### src/ckds_pkg.sv
// package: constants for the clock divider and source select block
package ckds_pkg;

  localparam int DATA_W = 8;
  localparam int ADDR_W = 4;
  localparam int SEL_W = 7;
  localparam int FUSE_W = 4;
  localparam int SUT_W = 2;

  // register offsets
  localparam logic [ADDR_W-1:0] CKDS_OFS_DIV = 4'h0;
  localparam logic [ADDR_W-1:0] CKDS_OFS_STATUS = 4'h1;
  localparam logic [ADDR_W-1:0] CKDS_OFS_GATE = 4'h2;

  // divide control fields
  localparam int DIV_EN_BIT = 7;
  localparam int DIV_SEL_LSB = 0;
  localparam logic [DATA_W-1:0] DIV_RESET = 8'h00;
  localparam logic [7:0] DIV_BASE = 8'h81;

  // gate register fields
  localparam int GATE_CORE_BIT = 0;
  localparam int GATE_PERIPH_BIT = 1;
  localparam int GATE_CONV_BIT = 2;
  localparam int GATE_PROG_BIT = 3;
  localparam logic [DATA_W-1:0] GATE_RESET = 8'h00;

  // fuse defaults
  localparam logic [FUSE_W-1:0] FUSE_SRC_DEFAULT = 4'h1;
  localparam logic [SUT_W-1:0] FUSE_SUT_DEFAULT = 2'h2;

  // fuse decode limits
  localparam logic [FUSE_W-1:0] FUSE_XTAL_LO = 4'ha;
  localparam logic [FUSE_W-1:0] FUSE_LFXTAL = 4'h9;
  localparam logic [FUSE_W-1:0] FUSE_EXTRC_LO = 4'h5;
  localparam logic [FUSE_W-1:0] FUSE_INTRC_LO = 4'h1;

  typedef enum logic [2:0] {
    CKDS_SRC_EXTCLK = 3'b000,
    CKDS_SRC_INTRC = 3'b001,
    CKDS_SRC_EXTRC = 3'b010,
    CKDS_SRC_LFXTAL = 3'b011,
    CKDS_SRC_XTAL = 3'b100
  } ckds_src_e;

  // start-up counts
  localparam int WAKE_CYC_SHORT = 1024;
  localparam int WAKE_CYC_LONG = 16384;
  localparam int RESET_CYC_SHORT = 4096;
  localparam int RESET_CYC_LONG = 65536;
  localparam int CNT_W = 17;

endpackage : ckds_pkg

### src/ckds_divider.sv
// glitch-free clock enable divider
`timescale 1ns/10ps
module ckds_divider
  import ckds_pkg::*;
#(
  parameter int FACT_W = 8
) (
  // clock and reset
  input wire logic i_clk,
  input wire logic i_rst_n,
  // control
  input wire logic i_run,
  input wire logic i_div_en,
  input wire logic [FACT_W-1:0] i_factor,
  // enable out
  output logic o_tick
);

  initial begin
    if (FACT_W < 8) $error("divider width too small");
  end

  logic [FACT_W-1:0] cnt_reg;
  logic [FACT_W-1:0] fact_reg;
  logic en_reg;

  // settings are taken only at a period boundary so no short period occurs
  always_ff @(posedge i_clk) begin
    if (!i_rst_n) begin
      cnt_reg <= '0;
      fact_reg <= FACT_W'(2);
      en_reg <= 1'b0;
      o_tick <= 1'b0;
    end else if (!i_run) begin
      o_tick <= 1'b0;
    end else if (!en_reg || cnt_reg == fact_reg - FACT_W'(1)) begin
      cnt_reg <= '0;
      fact_reg <= i_factor;
      en_reg <= i_div_en;
      o_tick <= 1'b1;
    end else begin
      cnt_reg <= cnt_reg + FACT_W'(1);
      o_tick <= 1'b0;
    end
  end

endmodule : ckds_divider

### src/ckds_startup.sv
// start-up delay counter
`timescale 1ns/10ps
module ckds_startup
  import ckds_pkg::*;
(
  // clock and reset
  input wire logic i_clk,
  input wire logic i_rst_n,
  // control
  input wire logic i_start,
  input wire logic i_tick,
  input wire logic [CNT_W-1:0] i_count,
  // status
  output logic o_busy,
  output logic o_done
);

  logic [CNT_W-1:0] cnt_reg;

  always_ff @(posedge i_clk) begin
    if (!i_rst_n) begin
      cnt_reg <= '0;
      o_busy <= 1'b0;
      o_done <= 1'b0;
    end else begin
      o_done <= 1'b0;
      if (i_start) begin
        cnt_reg <= i_count;
        o_busy <= 1'b1;
      end else if (o_busy && i_tick) begin
        if (cnt_reg <= CNT_W'(1)) begin
          o_busy <= 1'b0;
          o_done <= 1'b1;
          cnt_reg <= '0;
        end else begin
          cnt_reg <= cnt_reg - CNT_W'(1);
        end
      end
    end
  end

endmodule : ckds_startup

### src/ckds_top.sv
// clock divider, source select and domain gating top
//
// The plain strobed port and the placing of the registers were decided locally.
`timescale 1ns/10ps
module ckds_top
  import ckds_pkg::*;
#(
  parameter logic [FUSE_W-1:0] SRC_FUSES = FUSE_SRC_DEFAULT,
  parameter logic [SUT_W-1:0] SUT_FUSES = FUSE_SUT_DEFAULT,
  parameter int RESET_SHORT = RESET_CYC_SHORT,
  parameter int RESET_LONG = RESET_CYC_LONG
) (
  // clock and reset
  input wire logic i_clk,
  input wire logic i_rst_n,
  // register port
  input wire logic [ADDR_W-1:0] i_addr,
  input wire logic [DATA_W-1:0] i_wdata,
  input wire logic i_wr,
  input wire logic i_rd,
  output logic [DATA_W-1:0] o_rdata,
  // pins and sleep control
  input wire logic i_wdt_osc,
  input wire logic i_wake,
  input wire logic i_async_irq_pin,
  input wire logic i_twi_addr_match,
  // domain enables
  output logic o_core_en,
  output logic o_periph_en,
  output logic o_conv_en,
  output logic o_prog_en,
  output logic o_async_timer_en,
  output logic o_async_wake,
  output logic [2:0] o_source
);

  initial begin
    if (RESET_SHORT < 1 || RESET_LONG >= (1 << CNT_W)) $error("bad reset delay count");
  end

  //////////////////////////////////////////////////////////////////////////////
  // fuse decode

  ckds_src_e src_sel;
  always_comb begin
    if (SRC_FUSES >= FUSE_XTAL_LO) src_sel = CKDS_SRC_XTAL;
    else if (SRC_FUSES == FUSE_LFXTAL) src_sel = CKDS_SRC_LFXTAL;
    else if (SRC_FUSES >= FUSE_EXTRC_LO) src_sel = CKDS_SRC_EXTRC;
    else if (SRC_FUSES >= FUSE_INTRC_LO) src_sel = CKDS_SRC_INTRC;
    else src_sel = CKDS_SRC_EXTCLK;
  end

  //////////////////////////////////////////////////////////////////////////////
  // pin synchronisers

  logic [2:0] meta_reg;
  logic [2:0] sync_reg;
  logic wdt_prev_reg;
  always_ff @(posedge i_clk) begin
    if (!i_rst_n) begin
      meta_reg <= 3'h1;
      sync_reg <= 3'h1;
      wdt_prev_reg <= 1'b1;
    end else begin
      meta_reg <= {i_twi_addr_match, i_async_irq_pin, i_wdt_osc};
      sync_reg <= meta_reg;
      wdt_prev_reg <= sync_reg[0];
    end
  end
  logic wdt_tick;
  assign wdt_tick = sync_reg[0] && !wdt_prev_reg;

  //////////////////////////////////////////////////////////////////////////////
  // divide control and gate registers

  logic div_en_reg;
  logic [SEL_W-1:0] div_sel_reg;
  logic [DATA_W-1:0] gate_reg;
  logic wr_div;
  assign wr_div = i_wr && i_addr == CKDS_OFS_DIV;

  always_ff @(posedge i_clk) begin
    if (!i_rst_n) begin
      div_en_reg <= DIV_RESET[DIV_EN_BIT];
      div_sel_reg <= DIV_RESET[SEL_W-1:0];
    end else if (wr_div) begin
      div_en_reg <= i_wdata[DIV_EN_BIT];
      if (!div_en_reg && i_wdata[DIV_EN_BIT]) begin
        div_sel_reg <= i_wdata[DIV_SEL_LSB +: SEL_W];
      end
    end
  end

  always_ff @(posedge i_clk) begin
    if (!i_rst_n) gate_reg <= GATE_RESET;
    else if (i_wr && i_addr == CKDS_OFS_GATE) gate_reg <= i_wdata;
  end

  //////////////////////////////////////////////////////////////////////////////
  // start-up sequencing

  logic rst_seen_reg;
  logic run_reg;
  logic start_pulse;
  logic [CNT_W-1:0] start_count;
  logic su_busy;
  logic su_done;
  logic reset_phase_reg;
  logic sys_tick;

  always_ff @(posedge i_clk) begin
    if (!i_rst_n) begin
      rst_seen_reg <= 1'b0;
      reset_phase_reg <= 1'b1;
      run_reg <= 1'b0;
    end else begin
      rst_seen_reg <= 1'b1;
      if (su_done) begin
        run_reg <= 1'b1;
        reset_phase_reg <= 1'b0;
      end else if (i_wake && run_reg) begin
        run_reg <= 1'b0;
      end
    end
  end

  assign start_pulse = !rst_seen_reg || (i_wake && run_reg);

  always_comb begin
    if (!rst_seen_reg) begin
      start_count = SUT_FUSES[0] ? CNT_W'(RESET_LONG) : CNT_W'(RESET_SHORT);
    end else if (src_sel == CKDS_SRC_XTAL || src_sel == CKDS_SRC_LFXTAL) begin
      start_count = CNT_W'(WAKE_CYC_LONG);
    end else begin
      start_count = CNT_W'(WAKE_CYC_SHORT);
    end
  end

  ckds_startup u_startup (
    .i_clk(i_clk),
    .i_rst_n(i_rst_n),
    .i_start(start_pulse),
    .i_tick(reset_phase_reg ? wdt_tick : 1'b1),
    .i_count(start_count),
    .o_busy(su_busy),
    .o_done(su_done)
  );

  //////////////////////////////////////////////////////////////////////////////
  // divider

  ckds_divider #(.FACT_W(8)) u_div (
    .i_clk(i_clk),
    .i_rst_n(i_rst_n),
    .i_run(run_reg),
    .i_div_en(div_en_reg),
    .i_factor(DIV_BASE - {1'b0, div_sel_reg}),
    .o_tick(sys_tick)
  );

  //////////////////////////////////////////////////////////////////////////////
  // domain enables

  always_ff @(posedge i_clk) begin
    if (!i_rst_n) begin
      o_core_en <= 1'b0;
      o_periph_en <= 1'b0;
      o_conv_en <= 1'b0;
      o_prog_en <= 1'b0;
      o_async_timer_en <= 1'b0;
      o_async_wake <= 1'b0;
      o_source <= 3'h0;
    end else begin
      o_core_en <= sys_tick && !gate_reg[GATE_CORE_BIT];
      o_prog_en <= sys_tick && !gate_reg[GATE_CORE_BIT] && !gate_reg[GATE_PROG_BIT];
      o_periph_en <= sys_tick && !gate_reg[GATE_PERIPH_BIT];
      o_conv_en <= sys_tick && !gate_reg[GATE_CONV_BIT];
      o_async_timer_en <= 1'b1;
      o_async_wake <= sync_reg[1] || sync_reg[2];
      o_source <= src_sel;
    end
  end

  //////////////////////////////////////////////////////////////////////////////
  // read port

  always_ff @(posedge i_clk) begin
    if (!i_rst_n) begin
      o_rdata <= '0;
    end else if (i_rd) begin
      case (i_addr)
        CKDS_OFS_DIV: o_rdata <= {div_en_reg, div_sel_reg};
        CKDS_OFS_STATUS: o_rdata <= {2'h0, run_reg, su_busy, SRC_FUSES};
        CKDS_OFS_GATE: o_rdata <= gate_reg;
        default: o_rdata <= '0;
      endcase
    end else begin
      o_rdata <= '0;
    end
  end

  //////////////////////////////////////////////////////////////////////////////
  // checks

  AST_SEL_HOLD: assert property (@(posedge i_clk) disable iff (!i_rst_n)
    div_en_reg && !$past(!div_en_reg) |-> $stable(div_sel_reg))
    else $error("select changed while enabled");
  AST_SEL_ADOPT: assert property (@(posedge i_clk) disable iff (!i_rst_n)
    wr_div && !div_en_reg && i_wdata[DIV_EN_BIT] |=> div_sel_reg == $past(i_wdata[6:0]))
    else $error("select not adopted");
  AST_EN_CLEAR: assert property (@(posedge i_clk) disable iff (!i_rst_n)
    wr_div && !i_wdata[DIV_EN_BIT] |=> !div_en_reg && $stable(div_sel_reg))
    else $error("clear write mishandled");
  AST_UNDIV: assert property (@(posedge i_clk) disable iff (!i_rst_n)
    run_reg && !div_en_reg && !u_div.en_reg |=> sys_tick)
    else $error("undivided clock missing");
  AST_NO_SHORT: assert property (@(posedge i_clk) disable iff (!i_rst_n)
    sys_tick && div_en_reg && u_div.en_reg |=> !sys_tick)
    else $error("short divided period");
  AST_ASYNC_RUN: assert property (@(posedge i_clk) disable iff (!i_rst_n)
    rst_seen_reg |=> o_async_timer_en)
    else $error("async timer stopped");
  AST_PROG_CORE: assert property (@(posedge i_clk) disable iff (!i_rst_n)
    o_prog_en |-> o_core_en)
    else $error("program store without core");
  AST_NO_RUN_BUSY: assert property (@(posedge i_clk) disable iff (!i_rst_n)
    su_busy |-> ##2 !o_core_en)
    else $error("core ran during start-up");

endmodule : ckds_top
### config.mk
export PLATFORM = sky130hd
export DESIGN_NAME = ckds_top
export DESIGN_NICKNAME = d
export VERILOG_FILES = /design/src/ckds_pkg.sv /design/src/ckds_divider.sv /design/src/ckds_startup.sv /design/src/ckds_top.sv
export SDC_FILE = /design/constraint.sdc
export NUM_CORES = 1
export LEC_CHECK = 0
export ABC_AREA = 1
export BUFFER_PORTS_ARGS = -buffer_cell sky130_fd_sc_hd__buf_2
export CAP_MARGIN = 20
export CELL_PAD_IN_SITES_DETAIL_PLACEMENT = 1
export CELL_PAD_IN_SITES_GLOBAL_PLACEMENT = 1
export CORE_AREA = 4 4 112 114
export DETAILED_ROUTE_END_ITERATION = 12
export DIE_AREA = 0 0 116 118
export PLACE_DENSITY_LB_ADDON = 0.12
export RECOVER_POWER = 50
export SYNTH_ARGS = -nofsm -noshare
export SYNTH_HDL_FRONTEND = slang
export SYNTH_SLANG_ARGS = --single-unit
### constraint.sdc
create_clock -name i_clk -period 2 [get_ports i_clk]
set_input_delay 0.4 -clock i_clk [delete_from_list [all_inputs] [get_ports i_clk]]
set_output_delay 0.4 -clock i_clk [all_outputs]
set_load 0.1 [all_outputs]
# --- Word level (Yosys, flattened, before mapping) ---
# Cells that the tools add are included.
totals:
  reg_bits: 79
  inputBits: 20
  output_inout_bits: 17
op_classes:
  mux: 16
  bitwise: 2
  reduce_logical: 31
  order_cmp: 1
  n_eq_ne: 3
  add_sub_neg: 4
ops:
  columns: ["cell", "n"]
  rows:
  - ["$mux W17", 3]
  - ["$pmux W8 S3", 1]
  - ["$le A17 B1 Y1 const B", 1]
  - ["$sub A17 B1 Y17 const B", 1]
  - ["$mux W13", 1]
  - ["$logic_and A1 B1 Y1", 10]
  - ["$mux W1", 10]
  - ["$reduce_and A2 Y1", 5]
  - ["$add A8 B1 Y8 const B", 1]
  - ["$eq A8 B8 Y1", 1]
  - ["$logic_not A1 Y1", 8]
  - ["$mux W8", 1]
  - ["$sub A8 B1 Y8 const B", 1]
  - ["$sub A8 B7 Y8 const A", 1]
  - ["$reduce_bool A2 Y1", 3]
  - ["$eq A4 B1 Y1 const B", 1]
  - ["$eq A4 B2 Y1 const B", 1]
  - ["$logic_not A4 Y1", 1]
  - ["$logic_or A1 B1 Y1", 3]
  - ["$reduce_or A3 Y1", 1]
  - ["$not A1 Y1", 2]

# --- Depth between registers and ports, before layout ---
logic_depth:
  ltp_word: 6
  ltp_mapped: 15
  mapped_depth_nobuf: 14

# --- Modules after synthesis ---
# Synthesis repeated with hierarchy kept, for this count alone.
unflattened:
  hier_cells: 590
  area_unflattened_um2: 4091.4
by_module_without_submodules:
  columns: ["mod", "area_each_um2", "instances", "seq_area_each_um2", "cells_each"]
  rows:
  - ["ckds_top", 1609.0, 1, 780.7, 215]
  - ["ckds_startup", 1441.4, 1, 380.4, 231]
  - ["ckds_divider", 1041.0, 1, 360.3, 144]

# --- Worst setup path before layout ---
# No wires, ideal clock.
synth_timing:
  path_kind: "register -> register"
  startpoint: "reg o_source[0] (netlist name)"
  endpoint: "reg u_startup.cnt_reg[3]"
  stages_incl_launch_ff: 8
  setup_slack_ns: -0.183
  synth_period_minus_slack_ns: 2.183
  t_required_ns: 1.930
  n_path_buf: 1
  t_arrival_ns: 2.113
  cell_sequence: "dfxtp_1 -> nand2_1 -> nor2_2 -> inv_1 -> o21ai_0 -> nand2_1 -> buf_2 -> a21oi_1"
synth_lines:
  columns: ["element", "line_no", "source"]
  rows:
  - ["end signal: assignment", "ckds_startup.sv:28", "cnt_reg <= i_count;"]
  - ["end signal: assignment", "ckds_startup.sv:36", "cnt_reg <= cnt_reg - CNT_W'(1);"]
  - ["end: declaration", "ckds_startup.sv:18", "logic [CNT_W-1:0] cnt_reg;"]

# --- Worst setup path in the final report ---
layout_timing:
  startpoint: "reg u_startup.cnt_reg[1]"
  endpoint: "reg u_startup.cnt_reg[5]"
layout_between:
  elab_chain_len: 4
  elab_cells_between_ends: 5
layout_lines:
  columns: ["element", "line_no", "source"]
  rows:
  - ["$sub A17 B1 Y17 / $le A17 B1 Y1 (equally long branches)", "ckds_startup.sv:36, ckds_startup.sv:31", null]
  - ["$mux W17 *", "ckds_startup.sv:31", "if (cnt_reg <= CNT_W'(1)) begin"]
  - ["$mux W17 *", "ckds_startup.sv:30", "end else if (o_busy && i_tick) begin"]
  - ["$mux W17 *", "ckds_startup.sv:27", "if (i_start) begin"]
# Every way passes the cells marked *; elsewhere a longest branch is shown, timed or not. The select of a mux whose other input is x is not followed.
# A chain may end at the register's enable or synchronous reset.

==> results.cfg <==
[timing]
rsz0062_at_grt = no
hold_viol = 0
clock_skew_ps = 6.87
finalSetupViolations = 0
drv_slew = 0
period_minus_slack_ps = 1810
slew_headroom = 0.398
finalSetupTns_ps = 0
tightest_slew_ps = 903
period_share = 0.905
fmax_mhz = 553

[global_route]
grt_max_degree = 20
grt_util_all_layers = 0.136
gr-total-overflow = 0
grt_pass1_wl_um = 14900
antenna_found_initial = 0
grt_pass1_vias = 3097

[floorplanning]
fp.dieW_um = 116
core-area_sq_mm = 0.0114
dieArea_sq_mm = 0.0137
ios = 37
row_count = 39
die_h_um = 118
start_util = 0.297

[clocking]
cts_buffers = 9
cts_tree = yes
clkLatencyLatePin_ps = 340
cts_resized = 0
post_cts_buffers = 0
cts_max_level = 3
cts-root-buf = clkbuf_16
cts.path.max_buffers = 2
clkTransAtPathRegs_ps = 60
holdBufCountCts = 0
cts.sinks = 76

[synthesis]
yosys_register_bits = 76
ys_types = 37
syn-instance-count = 459
ys_seq_area_frac = 0.449
syn_area_sq_mm = 0.00339
ys_warn_count = 0
syn_area_per_cell_sq_um = 7.39

[setup_path]
crit_required_ps = 2260
ff2ff_setup_slack_ps = 190
arrival_ps = 2070
reg2reg_from = u_startup.cnt_reg[1]
crit_path_end_kind = register
worstPathMaxFanout = 13
startpoint = u_startup.cnt_reg[1]
path_class = reg -> reg
ff2ff_path_depth = 10
worstSetupStartpointType = register

[power_and_ir_drop]
leakagePower_nw = 1.84
ir_drop_uv = 571
power.density_mw_per_mm2 = 906

[drt]
wire_per_inst_um = 13.3
first_iter_violations = 109
vias_per_cell = 4.57
drtPass1Iterations = 4
drt_wl_total_um = 8670
dr_total_vias = 2990
ant_nets = 0
drc = 0

[finish]
drive_gt1_frac = 0.176
areaGrowthSynthToFinish_pct = 21.5
fillCellCount = 1442
layout_common_cells = nand2_1 (101), dfxtp_1 (73), nor2_1 (58)
largest_register_ffs = 17
post-route-util = 0.361
antenna_cells = 0
mostFrequentLayoutCell = nand2_1
nNetsFinal = 531

[outcome]
outcome = finished, final reports clean

[placed_design]
hpwlAfterDp_um = 6730
port_buffers = 34
gp_routability_congestion = 0.758

[flow_run]
max-cap-violations = 0

[hold_path]
whs_path_depth = 2
worstHoldStart = i_wdt_osc
hold_class = in -> reg
[logic make-up (layout without fill, tap and decap cells)]
family                     after synthesis  in the layout  synth area share
and+or+nand+nor                        234            234             0.302
DFF                                     76             76             0.449
buffers and inverters                   67            118            0.0834
AOI/OAI and AO/OA                       52             52            0.0841
xor gates and xnor gates                24             24            0.0620
adders and majority gates                5              5            0.0184
other                                    1              2           0.00111
[critical path: stages (launching register included)]
cell     delay (ps)
dfxtp_1         360
inv_1            70
ha_1            180
nand3_1          90
nor2_1           50
nand3_1         120
nand2_1          80
o21ai_0         280
nand2_1          90
buf_4           220
nor3b_1         190
[per-layer routing]
metal	wire [um]	GRT usage	up-vias	share of wire
li1	-	-	1549	-
met4	121	0.0413	0	0.014
met5	0	0	-	0
met3	208	0.0314	9	0.024
met1	4400	0.190	1407	0.51
met2	3940	0.206	25	0.45
[through the flow]
stage	hold slack (ps)	worst slack [ps]	total power, mW	instance area, sq um	instances
4_1_cts	237	52.4	3.82	4080	654
6_report	248	191	3.74	4120	654
5_1_grt	256	9.56	3.94	4120	654
3_3_place_gp	398	135	2.09	3770	638
3_5_place_dp	402	89.6	2.10	3770	638
2_1_floorplan	390	202	1.98	3400	460
[path summary, 6_finish.rpt]
path / to
worst max-delay path: u_startup.cnt_reg[5]
worst min-delay path: meta_reg[0]
worst max register to register: u_startup.cnt_reg[5]
worst min register to register: sync_reg[0]
[final cells by class]
class / instances / area [sq um] / area share
inverters: 54 / 203 / 0.0492
multi-input cells: 317 / 1620 / 0.394
well taps: 143 / 179 / 0.0434
clock inverters: 6 / 71.3 / 0.0173
clock buffers: 10 / 239 / 0.0580
flip-flops and latches: 76 / 1530 / 0.370
repair buffers: 48 / 282 / 0.0683
[Yosys cell counts, drive strengths merged]
| library cell | instances | share of area |
|---|---|---|
| nand2 | 106 | 0.12 |
| a31oi | 1 | 0.0018 |
| nand3b | 2 | 0.0044 |
| nand3 | 46 | 0.071 |
| nor3b | 3 | 0.0066 |
| o21ai | 15 | 0.023 |
| nor2 | 61 | 0.069 |
| buf | 7 | 0.017 |
| conb | 1 | 0.0011 |
| inv | 52 | 0.058 |
| a21oi | 30 | 0.044 |
| o31ai | 1 | 0.0022 |
| nor4 | 1 | 0.0018 |
| or2 | 5 | 0.010 |
| o21a | 1 | 0.0022 |
| ha | 5 | 0.018 |
| o211ai | 2 | 0.0044 |
| xor2 | 18 | 0.046 |
| a21boi | 1 | 0.0033 |
| nor3 | 8 | 0.015 |
| xnor2 | 6 | 0.015 |
| dfxtp | 76 | 0.45 |
| nand4 | 2 | 0.0037 |
| clkbuf | 6 | 0.0066 |
| clkinv | 2 | 0.0022 |
| a221oi | 1 | 0.0026 |
[report_power, final]
part | switching (mW) | internal (mW) | total (mW)
sequential | 0.0452 | 1.57 | 1.61
combinational | 0.297 | 0.152 | 0.449
clock | 0.661 | 1.01 | 1.67
(Power assumes the default switching activity.)
